===== src/verilog/irq_ctl_defs.svh =====
`ifndef IRQ_CTL_DEFS_SVH
`define IRQ_CTL_DEFS_SVH

// printed offsets are register indexes; byte address is four times the index
`define IC_IDX_BANK0 12'h00B
`define IC_IDX_BANK1 12'h08B
`define IC_IDX_BANK2 12'h10B
`define IC_IDX_BANK3 12'h18B
`define IC_ADDR_BANK0 12'h02C
`define IC_ADDR_BANK1 12'h22C
`define IC_ADDR_BANK2 12'h42C
`define IC_ADDR_BANK3 12'h62C
`define IC_ADDR_PORT_SNAP 12'h800
`define IC_ADDR_EVT_STATUS 12'h804
`define IC_ADDR_EVT_MASK 12'h808

// interrupt_control field positions
`define IC_BIT_GLOBAL_EN 7
`define IC_BIT_PERIPH_EN 6
`define IC_BIT_TIMER_EN 5
`define IC_BIT_EXIE 4
`define IC_BIT_PCIE 3
`define IC_BIT_TOF 2
`define IC_BIT_EXF 1
`define IC_BIT_PCF 0

// event status / mask field positions
`define EV_BIT_TIMER 0
`define EV_BIT_EXT 1
`define EV_BIT_PORT 2
`define EV_BIT_TAKEN 3
`define EV_WIDTH 4

`define IC_RESET_UPPER 7'h00
`define EV_RESET 4'h0
`define IRQ_VECTOR 13'h0004
`define PC_WIDTH 13
`define SYNC_STAGES 3

`endif


===== src/verilog/irq_ctl_pkg.sv =====
package irq_ctl_pkg;
    typedef logic [1:0] axi_resp_t;
    typedef enum logic [1:0] {
        RESP_OKAY = 2'b00,
        RESP_SLVERR = 2'b10
    } resp_code_t;
    typedef enum logic [0:0] {
        WR_IDLE = 1'b0,
        WR_RESP = 1'b1
    } wr_state_t;
endpackage


===== src/verilog/core_interrupt_control.sv =====
`timescale 1ns/1ns
`include "irq_ctl_defs.svh"
// Behaviour
// - one 8-bit read/write interrupt control register
// - bits: two gates, three enables, three flags
// - reset clears bits 7..1, bit 0 undefined
// - peripheral enable gates peripheral requests
// - timer enable masks timer overflow flag
// - external pin enable masks pin flag
// - port change enable masks change flag
// - timer overflow sets flag; software clears
// - external pin event sets sticky flag
// - flags set regardless of any enable
// - taken interrupt loads fixed vector address
// - four bank addresses reach one register
module core_interrupt_control (
    // clock, reset, enable
    input wire logic core_clk,
    input wire logic rst_n,
    input wire logic ce,
    // axi4-lite write address
    input wire logic s_axi_awvalid,
    output logic s_axi_awready,
    input wire logic [11:0] s_axi_awaddr,
    input wire logic [2:0] s_axi_awprot,
    // axi4-lite write data
    input wire logic s_axi_wvalid,
    output logic s_axi_wready,
    input wire logic [31:0] s_axi_wdata,
    input wire logic [3:0] s_axi_wstrb,
    // axi4-lite write response
    output logic s_axi_bvalid,
    input wire logic s_axi_bready,
    output irq_ctl_pkg::axi_resp_t s_axi_bresp,
    // axi4-lite read address
    input wire logic s_axi_arvalid,
    output logic s_axi_arready,
    input wire logic [11:0] s_axi_araddr,
    input wire logic [2:0] s_axi_arprot,
    // axi4-lite read data
    output logic s_axi_rvalid,
    input wire logic s_axi_rready,
    output logic [31:0] s_axi_rdata,
    output irq_ctl_pkg::axi_resp_t s_axi_rresp,
    // interrupt sources
    input wire logic timer_overflow,
    input wire logic ext_irq_pin,
    input wire logic [3:0] upper_port_pins,
    input wire logic periph_req,
    // processor core side
    output logic core_irq_req,
    input wire logic core_irq_ack,
    output logic vector_load,
    output logic [12:0] vector_addr,
    // event interrupt
    output logic irq
);
    import irq_ctl_pkg::*;

    logic [4:0] pins_q;
    logic port_mismatch;
    logic ext_q_d_r;
    logic ext_rise;
    logic snap_rd;

    pin_sync #(.W(5)) u_sync (
        .core_clk(core_clk),
        .rst_n(rst_n),
        .ce(ce),
        .pin_in({upper_port_pins, ext_irq_pin}),
        .pin_q(pins_q)
    );

    port_change_detect u_pcd (
        .core_clk(core_clk),
        .rst_n(rst_n),
        .ce(ce),
        .pins(pins_q[4:1]),
        .snap(snap_rd),
        .mismatch(port_mismatch)
    );

    // external event is a rising edge of the filtered pin
    assign ext_rise = pins_q[0] & ~ext_q_d_r;

    // ---------------- bus slave ----------------
    logic aw_got_r, aw_got_nxt;
    logic w_got_r, w_got_nxt;
    logic [11:0] awaddr_r, awaddr_nxt;
    logic [31:0] wdata_r, wdata_nxt;
    logic [3:0] wstrb_r, wstrb_nxt;
    wr_state_t wst_r, wst_nxt;
    logic bvalid_nxt;
    axi_resp_t bresp_r, bresp_nxt;
    logic awready_r, awready_nxt, wready_r, wready_nxt;
    logic arready_r, arready_nxt, rvalid_r, rvalid_nxt;
    logic [31:0] rdata_r, rdata_nxt;
    axi_resp_t rresp_r, rresp_nxt;
    logic wr_go, wr_ic, wr_stat, wr_mask, wr_hit, rd_go;

    function automatic logic is_ic(input logic [11:0] a);
        return (a == `IC_ADDR_BANK0) || (a == `IC_ADDR_BANK1) ||
               (a == `IC_ADDR_BANK2) || (a == `IC_ADDR_BANK3);
    endfunction

    // register state
    logic [7:0] ic_r, ic_nxt;
    logic [3:0] ev_stat_r, ev_stat_nxt, ev_mask_r, ev_mask_nxt, ev_set;
    logic req_r, req_nxt, vld_r, vld_nxt, irq_r, irq_nxt, taken;
    logic [12:0] vaddr_r, vaddr_nxt;

    always_comb begin
        aw_got_nxt = aw_got_r;
        w_got_nxt = w_got_r;
        awaddr_nxt = awaddr_r;
        wdata_nxt = wdata_r;
        wstrb_nxt = wstrb_r;
        wst_nxt = wst_r;
        bresp_nxt = bresp_r;
        bvalid_nxt = 1'b0;
        if (s_axi_awvalid && awready_r) begin
            aw_got_nxt = 1'b1;
            awaddr_nxt = s_axi_awaddr;
        end
        if (s_axi_wvalid && wready_r) begin
            w_got_nxt = 1'b1;
            wdata_nxt = s_axi_wdata;
            wstrb_nxt = s_axi_wstrb;
        end
        wr_go = (wst_r == WR_IDLE) && aw_got_r && w_got_r;
        wr_ic = wr_go && is_ic(awaddr_r) && wstrb_r[0];
        wr_stat = wr_go && (awaddr_r == `IC_ADDR_EVT_STATUS) && wstrb_r[0];
        wr_mask = wr_go && (awaddr_r == `IC_ADDR_EVT_MASK) && wstrb_r[0];
        wr_hit = is_ic(awaddr_r) || (awaddr_r == `IC_ADDR_EVT_STATUS) ||
                 (awaddr_r == `IC_ADDR_EVT_MASK) || (awaddr_r == `IC_ADDR_PORT_SNAP);
        case (wst_r)
            WR_IDLE: begin
                if (wr_go) begin
                    wst_nxt = WR_RESP;
                    bresp_nxt = wr_hit ? axi_resp_t'(RESP_OKAY) : axi_resp_t'(RESP_SLVERR);
                    aw_got_nxt = 1'b0;
                    w_got_nxt = 1'b0;
                end
            end
            WR_RESP: begin
                if (s_axi_bready) begin
                    wst_nxt = WR_IDLE;
                end
            end
            default: wst_nxt = WR_IDLE;
        endcase
        bvalid_nxt = (wst_nxt == WR_RESP);
        // one write in flight: hold off new beats until the response is gone
        awready_nxt = !aw_got_nxt && (wst_nxt == WR_IDLE);
        wready_nxt = !w_got_nxt && (wst_nxt == WR_IDLE);

        rd_go = s_axi_arvalid && arready_r;
        snap_rd = rd_go && (s_axi_araddr == `IC_ADDR_PORT_SNAP);
        rvalid_nxt = rvalid_r && !s_axi_rready;
        rdata_nxt = rdata_r;
        rresp_nxt = rresp_r;
        if (rd_go) begin
            rvalid_nxt = 1'b1;
            rresp_nxt = axi_resp_t'(RESP_OKAY);
            if (is_ic(s_axi_araddr)) begin
                rdata_nxt = {24'h000000, ic_r};
            end else if (s_axi_araddr == `IC_ADDR_PORT_SNAP) begin
                rdata_nxt = {28'h0000000, pins_q[4:1]};
            end else if (s_axi_araddr == `IC_ADDR_EVT_STATUS) begin
                rdata_nxt = {28'h0000000, ev_stat_r};
            end else if (s_axi_araddr == `IC_ADDR_EVT_MASK) begin
                rdata_nxt = {28'h0000000, ev_mask_r};
            end else begin
                rdata_nxt = 32'h00000000;
                rresp_nxt = axi_resp_t'(RESP_SLVERR);
            end
        end
        arready_nxt = !rvalid_nxt;
    end

    always_ff @(posedge core_clk) begin
        if (!rst_n) begin
            aw_got_r <= 1'b0;
            w_got_r <= 1'b0;
            awaddr_r <= 12'h000;
            wdata_r <= 32'h00000000;
            wstrb_r <= 4'h0;
            wst_r <= WR_IDLE;
            s_axi_bvalid <= 1'b0;
            bresp_r <= axi_resp_t'(RESP_OKAY);
            awready_r <= 1'b0;
            wready_r <= 1'b0;
            arready_r <= 1'b0;
            rvalid_r <= 1'b0;
            rdata_r <= 32'h00000000;
            rresp_r <= axi_resp_t'(RESP_OKAY);
        end else if (ce) begin
            aw_got_r <= aw_got_nxt;
            w_got_r <= w_got_nxt;
            awaddr_r <= awaddr_nxt;
            wdata_r <= wdata_nxt;
            wstrb_r <= wstrb_nxt;
            wst_r <= wst_nxt;
            s_axi_bvalid <= bvalid_nxt;
            bresp_r <= bresp_nxt;
            awready_r <= awready_nxt;
            wready_r <= wready_nxt;
            arready_r <= arready_nxt;
            rvalid_r <= rvalid_nxt;
            rdata_r <= rdata_nxt;
            rresp_r <= rresp_nxt;
        end
    end

    assign s_axi_awready = awready_r;
    assign s_axi_wready = wready_r;
    assign s_axi_bresp = bresp_r;
    assign s_axi_arready = arready_r;
    assign s_axi_rvalid = rvalid_r;
    assign s_axi_rdata = rdata_r;
    assign s_axi_rresp = rresp_r;

    // ---------------- control register and core request ----------------
    always_comb begin
        ic_nxt = ic_r;
        if (wr_ic) begin
            ic_nxt = wdata_r[7:0];
        end
        // hardware sets win over a software clear in the same cycle
        if (timer_overflow) begin
            ic_nxt[`IC_BIT_TOF] = 1'b1;
        end
        if (ext_rise) begin
            ic_nxt[`IC_BIT_EXF] = 1'b1;
        end
        if (port_mismatch) begin
            ic_nxt[`IC_BIT_PCF] = 1'b1;
        end
        taken = core_irq_ack && req_r;
        if (taken) begin
            ic_nxt[`IC_BIT_GLOBAL_EN] = 1'b0;
        end
        req_nxt = ic_nxt[`IC_BIT_GLOBAL_EN] & (
            (ic_nxt[`IC_BIT_TIMER_EN] & ic_nxt[`IC_BIT_TOF]) |
            (ic_nxt[`IC_BIT_EXIE] & ic_nxt[`IC_BIT_EXF]) |
            (ic_nxt[`IC_BIT_PCIE] & ic_nxt[`IC_BIT_PCF] === 1'b1) |
            (ic_nxt[`IC_BIT_PERIPH_EN] & periph_req));
        vld_nxt = taken;
        vaddr_nxt = taken ? `IRQ_VECTOR : vaddr_r;
    end

    always_ff @(posedge core_clk) begin
        if (!rst_n) begin
            // flag bit 0 keeps no reset value
            ic_r[7:1] <= `IC_RESET_UPPER;
            req_r <= 1'b0;
            vld_r <= 1'b0;
            vaddr_r <= 13'h0000;
            ext_q_d_r <= 1'b0;
        end else if (ce) begin
            ic_r <= ic_nxt;
            req_r <= req_nxt;
            vld_r <= vld_nxt;
            vaddr_r <= vaddr_nxt;
            ext_q_d_r <= pins_q[0];
        end
    end

    assign core_irq_req = req_r;
    assign vector_load = vld_r;
    assign vector_addr = vaddr_r;

    // ---------------- event status, mask, interrupt line ----------------
    always_comb begin
        ev_set = 4'h0;
        ev_set[`EV_BIT_TIMER] = timer_overflow;
        ev_set[`EV_BIT_EXT] = ext_rise;
        ev_set[`EV_BIT_PORT] = port_mismatch;
        ev_set[`EV_BIT_TAKEN] = taken;
        ev_stat_nxt = ev_stat_r;
        if (wr_stat) begin
            ev_stat_nxt = ev_stat_r & ~wdata_r[3:0];
        end
        ev_stat_nxt = ev_stat_nxt | ev_set;
        ev_mask_nxt = wr_mask ? wdata_r[3:0] : ev_mask_r;
        irq_nxt = |(ev_stat_nxt & ev_mask_nxt);
    end

    always_ff @(posedge core_clk) begin
        if (!rst_n) begin
            ev_stat_r <= `EV_RESET;
            ev_mask_r <= `EV_RESET;
            irq_r <= 1'b0;
        end else if (ce) begin
            ev_stat_r <= ev_stat_nxt;
            ev_mask_r <= ev_mask_nxt;
            irq_r <= irq_nxt;
        end
    end

    assign irq = irq_r;
endmodule // core_interrupt_control


===== src/verilog/pin_sync.sv =====
`timescale 1ns/1ns
`include "irq_ctl_defs.svh"
module pin_sync #(
    parameter int W = 1
) (
    // clock and control
    input wire logic core_clk,
    input wire logic rst_n,
    input wire logic ce,
    // pins in, filtered level out
    input wire logic [W-1:0] pin_in,
    output logic [W-1:0] pin_q
);
    logic [W-1:0] st1_r, st2_r, st3_r, q_r;
    logic [W-1:0] q_nxt;

    // a bit follows only once the second and third stage agree
    genvar g;
    generate
        for (g = 0; g < W; g++) begin : g_bit
            always_comb begin
                q_nxt[g] = (st2_r[g] == st3_r[g]) ? st3_r[g] : q_r[g];
            end
        end
    endgenerate

    always_ff @(posedge core_clk) begin
        if (!rst_n) begin
            st1_r <= '0;
            st2_r <= '0;
            st3_r <= '0;
            q_r <= '0;
        end else if (ce) begin
            st1_r <= pin_in;
            st2_r <= st1_r;
            st3_r <= st2_r;
            q_r <= q_nxt;
        end
    end

    assign pin_q = q_r;
endmodule // pin_sync


===== src/verilog/port_change_detect.sv =====
`timescale 1ns/1ns
module port_change_detect (
    // clock and control
    input wire logic core_clk,
    input wire logic rst_n,
    input wire logic ce,
    // filtered upper port pins and software read strobe
    input wire logic [3:0] pins,
    input wire logic snap,
    // mismatch against the last read value
    output logic mismatch
);
    logic [3:0] latched_r, latched_nxt;
    logic mismatch_r, mismatch_nxt;

    always_comb begin
        latched_nxt = snap ? pins : latched_r;
        // a read ends the mismatch from the next cycle on
        mismatch_nxt = (pins != latched_nxt);
    end

    always_ff @(posedge core_clk) begin
        if (!rst_n) begin
            latched_r <= 4'h0;
            mismatch_r <= 1'b0;
        end else if (ce) begin
            latched_r <= latched_nxt;
            mismatch_r <= mismatch_nxt;
        end
    end

    assign mismatch = mismatch_r;
endmodule // port_change_detect

===== config.mk =====
export PLATFORM = sky130hd
export DESIGN_NAME = core_interrupt_control
export DESIGN_NICKNAME = d
export VERILOG_FILES = /design/src/verilog/irq_ctl_pkg.sv /design/src/verilog/core_interrupt_control.sv /design/src/verilog/pin_sync.sv /design/src/verilog/port_change_detect.sv
export VERILOG_INCLUDE_DIRS = /design/src /design/src/verilog
export SDC_FILE = /design/constraint.sdc
export NUM_CORES = 1
export LEC_CHECK = 0
export BUFFER_PORTS_ARGS = -buffer_cell sky130_fd_sc_hd__buf_2
export CORE_MARGIN = 1
export CORE_UTILIZATION = 50
export CTS_BUF_LIST = sky130_fd_sc_hd__clkbuf_2
export DETAILED_ROUTE_END_ITERATION = 6
export GPL_TIMING_DRIVEN = 1
export PLACE_DENSITY = 0.8
export SETUP_SLACK_MARGIN = 0.4
export SLEW_MARGIN = 20
export SYNTH_ARGS = -nofsm -noshare
export SYNTH_HDL_FRONTEND = slang
export SYNTH_SLANG_ARGS = --single-unit

===== constraint.sdc =====
create_clock -name core_clk -period 5.85 [get_ports core_clk]
set_clock_uncertainty 0.15 [all_clocks]
set_input_delay 0.8775 -clock core_clk [delete_from_list [all_inputs] [get_ports core_clk]]
set_output_delay 0.8775 -clock core_clk [all_outputs]
set_load 0.1 [all_outputs]

# Yosys cells after proc, flatten, opt, wreduce, memory -nomap -nowiden
# Index checks and enable logic that the tools add are counted.
op_classes:
  eq_ne: 21
  muxes: 27
  bitwise_logic: 16
  reduce_logical: 41
op_table:
  columns: ["operator", "count"]
  rows:
  - ["$eq A12 B12 Y1 const B", 6]
  - ["$eq A12 B11 Y1 const B", 4]
  - ["$eq A12 B10 Y1 const B", 2]
  - ["$eq A12 B6 Y1 const B", 2]
  - ["$mux W4", 6]
  - ["$reduce_and A2 Y1", 10]
  - ["$logic_and A1 B1 Y1", 16]
  - ["$mux W8", 2]
  - ["$mux W1", 13]
  - ["$mux W2", 5]
  - ["$logic_or A1 B1 Y1", 9]
  - ["$and A4 B4 Y4", 2]
  - ["$and A1 B1 Y1", 6]
  - ["$eq A1 B1 Y1", 5]
  - ["$logic_not A1 Y1", 4]
  - ["$ne A4 B4 Y1", 1]
  - ["$not A4 Y4", 1]
  - ["$or A4 B4 Y4", 1]
  - ["$reduce_or A4 Y1", 1]
  - ["$not A1 Y1", 3]
  - ["$or A1 B1 Y1", 3]
  - ["$reduce_and A3 Y1", 1]
  - ["$pmux W1 S2", 1]
  - ["$eqx A1 B1 Y1 const B", 1]
word_totals:
  register_bits: 110
  in_bits: 82

# Depth between registers and ports, before layout
# Gate-level depths: netlist of run 1.
depth:
  ltp_word: 13
  mapped_depth: 7
  depth_no_buf: 6

# By module
# A second synthesis of run 1 with hierarchy kept.
hier_totals:
  cells_unflattened: 469
  hier_area_um2: 4152.7
modules_own_cells:
  columns: ["mod", "instances", "cells_per_inst", "area_per_inst_um2"]
  rows:
  - ["core_interrupt_control", 1, 362, 3090.5]
  - ["pin_sync", 1, 81, 832.0]
  - ["port_change_detect", 1, 26, 230.2]

# Worst setup path before layout of run 1
# No wires, ideal clock.
synth_path:
  kind: "register -> register"
  start: "register wst_r"
  end: "register req_r, in the netlist core_irq_req"
  setup_ns: 0.118
  arrival_ns: 2.393
  slack_ns: 3.190
  path_stages_with_launch: 7
  path_buffers: 0
  cell_sequence: "dfxtp_1 > nand4b_1 > nor4_4 > mux2_2 > a221oi_1 > o21ai_0 > a22o_1"
synth_between:
  elab_chain_cells: 12
synth_rtl:
  columns: ["item", "line", "text"]
  rows:
  - ["from (decl)", "core_interrupt_control.sv:92", "wr_state_t wst_r, wst_nxt;"]
  - ["from (signal assigned)", "core_interrupt_control.sv:203", "wst_r <= wst_nxt;"]
  - ["$not A1 Y1 *", null, null]
  - ["$logic_and A1 B1 Y1 * (2 in a row)", "core_interrupt_control.sv:130", "wr_go = (wst_r == WR_IDLE) && aw_got_r && w_got_r;"]
  - ["$logic_and A1 B1 Y1 * (2 in a row)", "core_interrupt_control.sv:131", "wr_ic = wr_go && is_ic(awaddr_r) && wstrb_r[0];"]
  - ["$mux W8 *", "core_interrupt_control.sv:226", "if (wr_ic) begin"]
  - ["$mux W1 (on tied branches)", "core_interrupt_control.sv:230, core_interrupt_control.sv:233, core_interrupt_control.sv:236", null]
  - ["$and A1 B1 Y1 (tied with other cells)", "core_interrupt_control.sv:244", "(ic_nxt[`IC_BIT_TIMER_EN] & ic_nxt[`IC_BIT_TOF]) |"]
  - ["$or A1 B1 Y1 / $and A1 B1 Y1 (equally long branches)", "core_interrupt_control.sv:244, core_interrupt_control.sv:246", null]
  - ["$or A1 B1 Y1 (2 in a row)", "core_interrupt_control.sv:244", null]
  - ["$and A1 B1 Y1 *", "core_interrupt_control.sv:243", "req_nxt = ic_nxt[`IC_BIT_GLOBAL_EN] & ("]
  - ["to (signal assigned)", "core_interrupt_control.sv:262", "req_r <= req_nxt;"]
  - ["to (decl)", "core_interrupt_control.sv:109", "logic req_r, req_nxt, vld_r, vld_nxt, irq_r, irq_nxt, taken;"]
# Mark *: on every way between the ends. The rest lies on a longest branch, timed or not.
# A chain may end at the register's enable or synchronous reset.

# Final worst setup path of run 1
layout_path:
  start: "register awaddr_r[4]"
  end: "register req_r, in the netlist core_irq_req"
layout_between:
  elab_chain_cells: 13
layout_rtl:
  columns: ["item", "line", "text"]
  rows:
  - ["from (decl)", "core_interrupt_control.sv:89", "logic [11:0] awaddr_r, awaddr_nxt;"]
  - ["from (signal assigned)", "core_interrupt_control.sv:200", "awaddr_r <= awaddr_nxt;"]
  - ["$eq A12 B6 Y1 (no source line) / $eq A12 B10 Y1 (equally long branches)", null, null]
  - ["$logic_or A1 B1 Y1 (2 in a row)", "core_interrupt_control.sv:102", "return (a == `IC_ADDR_BANK0) || (a == `IC_ADDR_BANK1) ||"]
  - ["$logic_or A1 B1 Y1 *", "core_interrupt_control.sv:102", null]
  - ["$logic_and A1 B1 Y1 * (2 in a row)", "core_interrupt_control.sv:131", null]
  - ["$mux W8 *", "core_interrupt_control.sv:226", null]
  - ["$mux W1 (on tied branches)", "core_interrupt_control.sv:230, core_interrupt_control.sv:233, core_interrupt_control.sv:236", null]
  - ["$and A1 B1 Y1 (tied with other cells)", "core_interrupt_control.sv:244", null]
  - ["$or A1 B1 Y1 / $and A1 B1 Y1 (equally long branches)", "core_interrupt_control.sv:244, core_interrupt_control.sv:246", null]
  - ["$or A1 B1 Y1 (2 in a row)", "core_interrupt_control.sv:244", null]
  - ["$and A1 B1 Y1 *", "core_interrupt_control.sv:243", null]
# Marked as above.

==> results of run 1 <==
==> metrics by stage <==
step           hold WS [ns]  std cells  worst slack (ns)  cell area, µm²  total power, W
3_5_place_dp          0.304        602              2.84            4290        0.000823
4_1_cts               0.327        618              2.80            4400         0.00111
2_1_floorplan         0.283        491              3.19            4190        0.000810
6_report              0.324        618              2.79            4410         0.00110
5_1_grt               0.359        618              2.64            4410         0.00114
3_3_place_gp          0.298        602              2.92            4290        0.000821
==> routing by layer <==
layer  vias to the layer above  track usage  wire length [µm]
met2                        96        0.322              3620
met5                         -            0                 0
met4                         0       0.0469                28
met3                         2       0.0589               387
li1                       1611            -                 -
met1                      1463        0.242              3590
==> placed cells by master (no fill, tap or decap), types with 3 or more instances in the layout <==
master and count:
a21boi_0 37, o21ai_0 20, nor2_1 13, nor3b_1 4, nand2_1 68, a22o_1 4
a21oi_1 12, a221oi_1 5, nor2b_1 38, dfxtp_1 83, nand2b_1 4, xor2_1 4
mux2i_1 32, a22oi_1 5, clkbuf_2 11, and3_1 5, a21o_1 6, a211oi_1 3
conb_1 38, nand3_1 15, buf_2 67, mux2_2 5, inv_1 6, nand4b_1 3
==> worst reg2reg max path: cells and delay by family, from the launching register on <==
family / cells / cell delay (ns)
multiplexers: 1 / 0.42
AO/OA/AOI/OAI: 3 / 0.70
AND/OR/NAND/NOR: 2 / 1.34
flip-flops: 1 / 0.36
==> cell families (layout without fill, tap and decap cells) <==
| logic type | after synthesis | after routing | share of synthesized area |
|---|---|---|---|
| and+or+nand+nor | 163 | 163 | 0.215 |
| AOI/OAI and AO/OA | 99 | 99 | 0.167 |
| muxes | 37 | 37 | 0.0930 |
| DFF | 84 | 84 | 0.418 |
| buffers and inverters | 66 | 91 | 0.0979 |
| xor gates and xnor gates | 4 | 4 | 0.00865 |
| other | 1 | 38 | 0.000926 |
==> final timing paths <==
check,start,end,slack (ns)
hold reg to reg,s_axi_rdata[5],s_axi_rdata[5],0.32
setup reg to reg,awaddr_r[4],core_irq_req,2.79
setup / recovery,awaddr_r[4],core_irq_req,2.79
hold / removal,s_axi_rdata[5],s_axi_rdata[5],0.32
==> state kept, by name (all words and copies together), names as in the netlist, 4 cells and up <==
name,cells
wdata_r,8
awaddr_r,12
ev_stat_r,4
ev_mask_r,4
u_pcd.latched_r,4
u_sync.st2_r,5
s_axi_rdata,8
u_sync.st3_r,5
ic_r,8
u_sync.pin_q,5
u_sync.st1_r,5
==> power by group <==
part           internal [W]  leakage [nW]  switching, W
combinational     0.0000392          1.11      0.000175
clock              0.000101        0.0733      0.000187
sequential         0.000588         0.682     0.0000102
total              0.000728          1.87      0.000372
==> layout make-up <==
cell class | instances | area, µm²
Sequential cell | 84 | 1690
Fill cell | 728 | 3360
Clock buffer | 11 | 55.1
Inverter | 6 | 22.5
Clock inverter | 5 | 52.6
Multi-Input combinational cell | 341 | 2110
Tap cell | 102 | 128
Timing Repair Buffer | 69 | 350
==> flow_summary.ini, run 1 <==
[sta]
worst_slew_pin_slew_ns = 0.850
relSlewSlack = 0.429
period_needed_ns = 3.06
rsz0062_at_grt = no
max_freq_ghz = 0.327
slew_violations = 0
finalSetupTns_ns = 0
setup_viol = 0
hold_violations = 0
period_share = 0.523

[cts]
holdBufCountCts = 0
h-tree-depth = 3
cts_tree = yes
cts_root_buf = clkbuf_2
clock-sinks = 84
cts.path.max_buffers = 2
cts_resized = 0
path_clk_slew_ns = 0.20
clock_latency_ns = 0.51
cts_made_buffers = 9
post_cts_buffers = 0

[final_layout]
fin_util = 0.567
areaGrowthSynthToFinish_pct = 8.80
nNetsFinal = 593
drive_gt1_frac = 0.188
n_antenna_cell = 0

[synthesis]
synth-edff-count = 1
ys_ff_latch = 84
synth_top_area_cell = dfxtp_1
synth_cells = 454
ys_async_sr_fraction = 0
syn_area_um2 = 4050
ys_warn_count = 0
synthDominantCellAreaShare = 0.410
synth_sequential_area_ratio = 0.418
yosys.cell_types.count = 42
yosysMostFrequentCell = dfxtp_1
ys_top_cells_by_count = 83 x dfxtp_1, 68 x nand2_1, 39 x buf_4
synth_top_flop_cell = dfxtp_1
avgSynthCellArea_um2 = 8.92
synthTopCellsByArea = dfxtp_1 41%, mux2i_1 7.9%, buf_4 7.2%

[floorplanning]
core-area_um2 = 7770
die-area_um2 = 8460
die_h_um = 92
start_util = 0.521
num_rows = 32
io_pins = 139
die_x_um = 92

[grt]
grt_max_degree = 81
grt_overflow = 0
grt_pass1_vias = 2881
antenna_found_initial = 0
grt_pass1_wl_um = 13100
grtUsageTotal = 0.192

[placed_design]
place_congestion = 0.790
portBuffers = 67
hpwl_um = 5450

[critical_path]
critPathLaunchType = flip-flop
critPathBufInv = 0
cp_cell_sequence = or4_4, nor4_4, mux2_2, a221oi_1, o21ai_0, a22o_1
crit_slowest_cell = nor4_4
required_ns = 6.10
critPathArrivalTime_ns = 3.31
critPathMaxFanout = 16
cp_slowest_stage_delay_ns = 0.74
critPathTopFamily = simple AND/OR/NAND/NOR gates
reg2reg_depth = 6
end_kind = flip-flop
cp_num_cells = 6
worstSetupPathType = reg2reg

[run_status]
status = complete, no violations

[drt]
drc = 0
drt-total-wl_um = 7620
wl_per_cell_um = 12.3
drt_pass1_iterations = 4
ant_nets = 0
vias = 3172
vias_per_cell = 5.13
dr.first_iter.drc_count = 144

[power_and_ir_drop]
irDropWorstVdd_v = 0.000124
power_leakage_nw = 1.87
p_per_area_nw_per_um2 = 250

[job]
cap_violations = 0

[min_path]
hold_path.class = reg2reg
hold_depth = 2
Power figures use the tool's default switching activity.
==> inputs of run 2 (changes only) <==
clock period = 3.17 ns   (was 5.85 ns; I/O delays follow)
==> run 2 against run 1 <==
  * Flip-flop and latch count stayed put
  * First-iteration DRC count is 1.4% lower
  * Routed wire length is 9.2% higher
  * Core utilization is 2.3 points higher
  * Worst hold slack worse by 0.32 ns
  * Non-clock buffer count is 17 higher
  * Global-route usage is 1.2 points higher
  * Setup slack worse by 2.1 ns
  * Sequential power is 86% higher
  * Sequential share of layout area is 1.5 points lower
==> flow_summary.ini, run 2 (same netlist as run 1, synthesis figures left out) <==
[run_status]
status = complete, no violations

[critical_path]
critPathBufInv = 0
cp-startpoint = awaddr_r[4]
cp_cell_sequence = or4_4, nor4_4, mux2_2, a221oi_1, o21ai_0, a22o_1
cp_num_cells = 6
critPathLaunchType = flip-flop
reg2reg_depth = 6
critPathArrivalTime_ns = 2.80
end_kind = flip-flop
critPathMaxFanout = 4
r2r_setup_slack_ns = 0.69
worstSetupPathType = reg2reg
r2r-start = awaddr_r[4]
critPathTopFamily = simple AND/OR/NAND/NOR gates
cp_slowest_stage_delay_ns = 0.59
endpoint = core_irq_req
required_ns = 3.49
timing.rr.end = core_irq_req
crit_slowest_cell = or4_4

[cts]
cts_root_buf = clkbuf_2
clock-sinks = 84
cts_made_buffers = 9
cts_resized = 0
path_clk_slew_ns = 0.23
clock_latency_ns = 0.54
h-tree-depth = 3
cts.path.max_buffers = 2
cts_tree = yes

[final_layout]
regMostFlops = awaddr_r
largest_reg_flops = 12
final_cell_mix = 83 x dfxtp_1, 68 x nand2_1, 67 x buf_2
areaGrowthSynthToFinish_pct = 13.2
drive_gt1_frac = 0.191
final_common_cell = dfxtp_1
n_antenna_cell = 0
nNetsFinal = 610

[power_and_ir_drop]
power_w = 0.00215
p_int_w = 0.00143
irDropWorstVdd_v = 0.000253
power_leakage_nw = 1.96
p_per_area_nw_per_um2 = 469
clkPwrFrac = 0.296
p_sw_frac = 0.337
pwr-share-seq = 0.514
p_sw_w = 0.000724
power_frac_comb = 0.190

[floorplanning]
die_h_um = 92
core-area_um2 = 7770
die_x_um = 92
die-area_um2 = 8460
io_pins = 139
start_util = 0.521
num_rows = 32

[drt]
drt_pass1_iterations = 4
dr.first_iter.drc_count = 142
drt-total-wl_um = 8330
ant_nets = 0
vias = 3304
vias_per_cell = 5.20
drc = 0
wl_per_cell_um = 13.1

[sta]
finalSetupTns_ns = 0
rsz0062_at_grt = no
setup_viol = 0
period_share = 0.781
hold_violations = 0
max_freq_ghz = 0.404
relSlewSlack = 0.466
worst_slew_pin_slew_ns = 0.799
period_needed_ns = 2.48
slew_violations = 0

[job]
cap_violations = 0

[grt]
grt_pass1_vias = 3029
antenna_found_initial = 0
grt_max_degree = 30
grt_pass1_wl_um = 13700
grtUsageTotal = 0.205
grt_overflow = 0

[min_path]
hold_path.class = in2reg

[placed_design]
hpwl_um = 5990
place_congestion = 0.831
portBuffers = 67
run 2: cell count changes in the layout (fill, tap and decap cells not counted):
| cell | delta |
|---|---|
| dlygate4sd3_1 | +12 |
| buf_4 | +5 |
| clkbuf_2 | -2 |
| bufinv_16 | +1 |
| clkinv_1 | -1 |
| clkinv_2 | +1 |
| inv_4 | +1 |
| nor4bb_1 | +1 |
| nor4bb_2 | -1 |
run 2: cell type report:
cell class | count | area, µm²
fill | 706 | 3180
clock inverter | 7 | 90.1
tap | 102 | 128
clock buffer | 9 | 45.0
sequential | 84 | 1690
multi-input combinational | 341 | 2100
timing repair buffer | 86 | 508
inverter | 6 | 22.5
run 2: metal layers:
| metal | part of all wire | track usage | wire [µm] | up-vias |
|---|---|---|---|---|
| li1 | - | - | - | 1639 |
| met1 | 0.45 | 0.264 | 3770 | 1551 |
| met2 | 0.48 | 0.339 | 4010 | 108 |
| met3 | 0.058 | 0.0406 | 486 | 6 |
| met4 | 0.0084 | 0.0742 | 70 | 0 |
| met5 | 0 | 0 | 0 | - |
run 2: worst register-to-register path, cell delays in order, from the launching register on:
cell and delay (ns):
dfxtp_1 0.36, or4_4 0.59, nor4_4 0.33, mux2_2 0.38, a221oi_1 0.26, o21ai_0 0.15
a22o_1 0.21
run 2: how the worst min path moves through the flow:
stage | cells past startpoint | from | slack, ns | endpoint
floorplan | 2 | ic_r[1] | 0.28 | ic_r[1]
global placement | 1 | vector_addr[2] | 0.30 | vector_addr[2]
detailed placement | 1 | vector_addr[2] | 0.30 | vector_addr[2]
CTS | 3 | s_axi_awaddr[0] | 0.002 | awaddr_r[0]
global route | 3 | s_axi_wdata[4] | 0.001 | wdata_r[4]
finish | 3 | s_axi_wdata[6] | 0.009 | wdata_r[6]
run 2: through the flow:
stage | hold WS, ns | util | setup WS, ns | instance area (µm²) | std cells
after floorplan | 0.283 | - | 0.510 | 4190 | 491
final | 0.00905 | 0.590 | 0.695 | 4590 | 635
after CTS | 0.00179 | 0.583 | 0.684 | 4530 | 629
after global routing | 0.00132 | 0.590 | 0.594 | 4590 | 635
after detailed placement | 0.304 | 0.558 | 0.701 | 4330 | 607
after global placement | 0.296 | 0.558 | 0.729 | 4330 | 607
run 2: repair_timing:
action	4_1_cts	5_1_grt
hold buffers	6	6
hold endpoints to repair	6	6
buffers inserted	0	0
run 2: power by group through the flow:
stage / registers, W / clock network (W) / logic [W]
finish: 0.00111 / 0.000638 / 0.000409
global route: 0.00111 / 0.000693 / 0.000430
CTS: 0.00110 / 0.000643 / 0.000404
detailed placement: 0.00113 / 0 / 0.000397
global placement: 0.00112 / 0 / 0.000393
floorplan: 0.00117 / 0 / 0.000323
==> inputs of run 3 (changes only) <==
ABC_AREA = 1   (was default)
clock period = 2.6 ns   (was 3.17 ns; I/O delays follow)
==> run 3 against run 2 <==
  * Via count grew 15%
  * Die area barely moved
  * Area after synthesis hardly changed
  * Cell count rose by 18%
  * Critical path depth is 4 higher
  * Total power grew 31%
  * Register-to-register slack worse by 0.06 ns
  * Clock-buffer cell count stayed put
  * Core utilization grew 1.3 points
  * Worst hold slack lost 0.0069 ns
  * Critical path type unchanged
  * Critical endpoint unchanged
  * Largest cell class unchanged
  * Largest power group unchanged
==> flow_summary.ini, run 3 <==
[run_status]
status = complete, no violations

[job]
cap_violations = 0

[critical_path]
required_ns = 2.87
end_kind = flip-flop
worstSetupPathType = reg2reg
reg2reg_depth = 10
r2r-start = wst_r
critPathMaxFanout = 11
r2r_setup_slack_ns = 0.63
critPathLaunchType = flip-flop
cpMostUsedCell = nand2_1
cp_slowest_stage_delay_ns = 0.38
critPathArrivalTime_ns = 2.24
cp_cell_sequence = inv_1, nand3_4, nor2_8, nand3_2, inv_2, nand2_1, nand3_1, nand2_1, o21ai_1, nand2_1
crit_slowest_cell = dfxtp_1
timing.rr.end = core_irq_req

[synthesis]
synth-edff-count = 1
yosysMostFrequentCell = nand2_1
ys_ff_latch = 84
synth_top_area_cell = dfxtp_1
ys_top_cells_by_count = 119 x nand2_1, 83 x dfxtp_1, 72 x inv_1
yosys.cell_types.count = 35
syn_area_um2 = 4050
synth_sequential_area_ratio = 0.418
synthDominantCellAreaShare = 0.411
ys_warn_count = 0
synth_cells = 560
synthTopCellsByArea = dfxtp_1 41%, nand2_1 11%, o21ai_0 7.4%
avgSynthCellArea_um2 = 7.23
synth_top_flop_cell = dfxtp_1
ys_async_sr_fraction = 0

[sta]
worst_slew_pin_slew_ns = 0.793
period_needed_ns = 1.97
finalSetupTns_ns = 0
period_share = 0.758
relSlewSlack = 0.470
max_freq_ghz = 0.508
fin_ws_ns = 0.630
rsz0062_at_grt = no
hold_violations = 0
holdWs_ns = 0.00212
slew_violations = 0
setup_viol = 0

[final_layout]
drive_gt1_frac = 0.168
regArea_um2 = 1690
regMostFlops = awaddr_r
n_fill_cell = 720
largest_reg_flops = 12
final_cell_mix = 119 x nand2_1, 83 x dfxtp_1, 72 x inv_1
final_common_cell = nand2_1
nNetsFinal = 724
fin_cells = 749
n_antenna_cell = 0
fin_util = 0.603
areaGrowthSynthToFinish_pct = 15.7
multi_input_comb_area_um2 = 1850

[min_path]
hold_end = wdata_r[4]
min-delay-start = s_axi_wdata[4]
hold_depth = 3
hold_path.class = in2reg

[cts]
clock_latency_ns = 0.53
cts.path.max_buffers = 2
cts_tree = yes
cts_root_buf = clkbuf_2
h-tree-depth = 3
path_clk_slew_ns = 0.22
cts_made_buffers = 9
clock-sinks = 84
post_cts_buffers = 0

[placed_design]
place_inst = 716
hpwl_um = 6550
portBuffers = 67
place_ws_ns = 0.423
place_congestion = 0.857

[floorplanning]
num_rows = 32
start_util = 0.521
core-area_um2 = 7770
die-area_um2 = 8460
die_h_um = 92.0
die_x_um = 92.0
io_pins = 139

[grt]
grt_pass1_vias = 3454
grtUsageTotal = 0.223
grt_pass1_wl_um = 15100
grt_overflow = 0
antenna_found_initial = 0
grt_max_degree = 32

[drt]
drt_pass1_iterations = 5
vias = 3816
drc = 0
vias_per_cell = 5.09
wl_per_cell_um = 12.2
drt-total-wl_um = 9120
dr.first_iter.drc_count = 338
ant_nets = 0

[power_and_ir_drop]
power_leakage_nw = 2.13
p_per_area_nw_per_um2 = 602
irDropWorstVdd_v = 0.000405
-- run 3: cell types whose count changed in the layout (fill, tap and decap cells not counted), sizes merged, moves of 37 or more --
cell    previous run  this run
o21ai             20        67
nor2b             38         0
inv                7        74
nand3             15        58
a21boi            37         0
nand2             69       121
-- run 3: logic make-up after synthesis --
kind of cell	count (synthesis)	synth area share
AOI/OAI and AO/OA	128	0.171
DFF	84	0.418
and+or+nand+nor	216	0.250
other	1	0.000926
buffers and inverters	131	0.160
-- run 3: worst max-delay path, delay by kind of cell (launching register included) --
kind | cells | cell delay (ns)
AO/OA/AOI/OAI | 1 | 0.25
buffers and inverters | 2 | 0.26
AND/OR/NAND/NOR | 7 | 0.85
flip-flops | 1 | 0.38
-- run 3: per-stage QoR --
stage / instance area, µm² / total power, W
final: 4680 / 0.00282
after global routing: 4680 / 0.00292
after CTS: 4640 / 0.00282
after detailed placement: 4330 / 0.00186
after global placement: 4330 / 0.00185
after floorplan: 4190 / 0.00182
-- run 3: report_power, final --
part,internal (W),switching (W)
logic,0.0000901,0.000412
registers,0.00133,0.0000231
clock network,0.000509,0.000456
-- run 3: cell type report --
type	count	area share
Timing Repair Buffer	90	0.118
Clock inverter	7	0.0297
Tap cell	102	0.0273
Clock buffer	9	0.00962
Sequential cell	84	0.361
Multi-Input combinational cell	382	0.395
Inverter	75	0.0601
-- run 3: metal layers --
layer / wire, µm / vias to the layer above / GRT usage
met5: 0 / - / 0
met4: 181 / 0 / 0.0833
met3: 541 / 21 / 0.0365
met2: 4450 / 147 / 0.385
met1: 3950 / 1738 / 0.279
li1: - / 1910 / -
-- run 3: how the worst max path moves through the flow --
stage | start | to | slack [ns]
2_1_floorplan | wst_r | core_irq_req | 0.41
3_3_place_gp | ce | s_axi_rvalid | 0.47
3_5_place_dp | ce | s_axi_rvalid | 0.42
4_1_cts | s_axi_arready | s_axi_rvalid | 0.53
5_1_grt | wst_r | core_irq_req | 0.46
6_report | wst_r | core_irq_req | 0.63
-- run 3: what timing repair did --
item	in CTS	in global routing
hold buffers	13	4
gates resized for setup	0	1
hold endpoints to repair	13	4
endpoints found under the setup margin	0	5
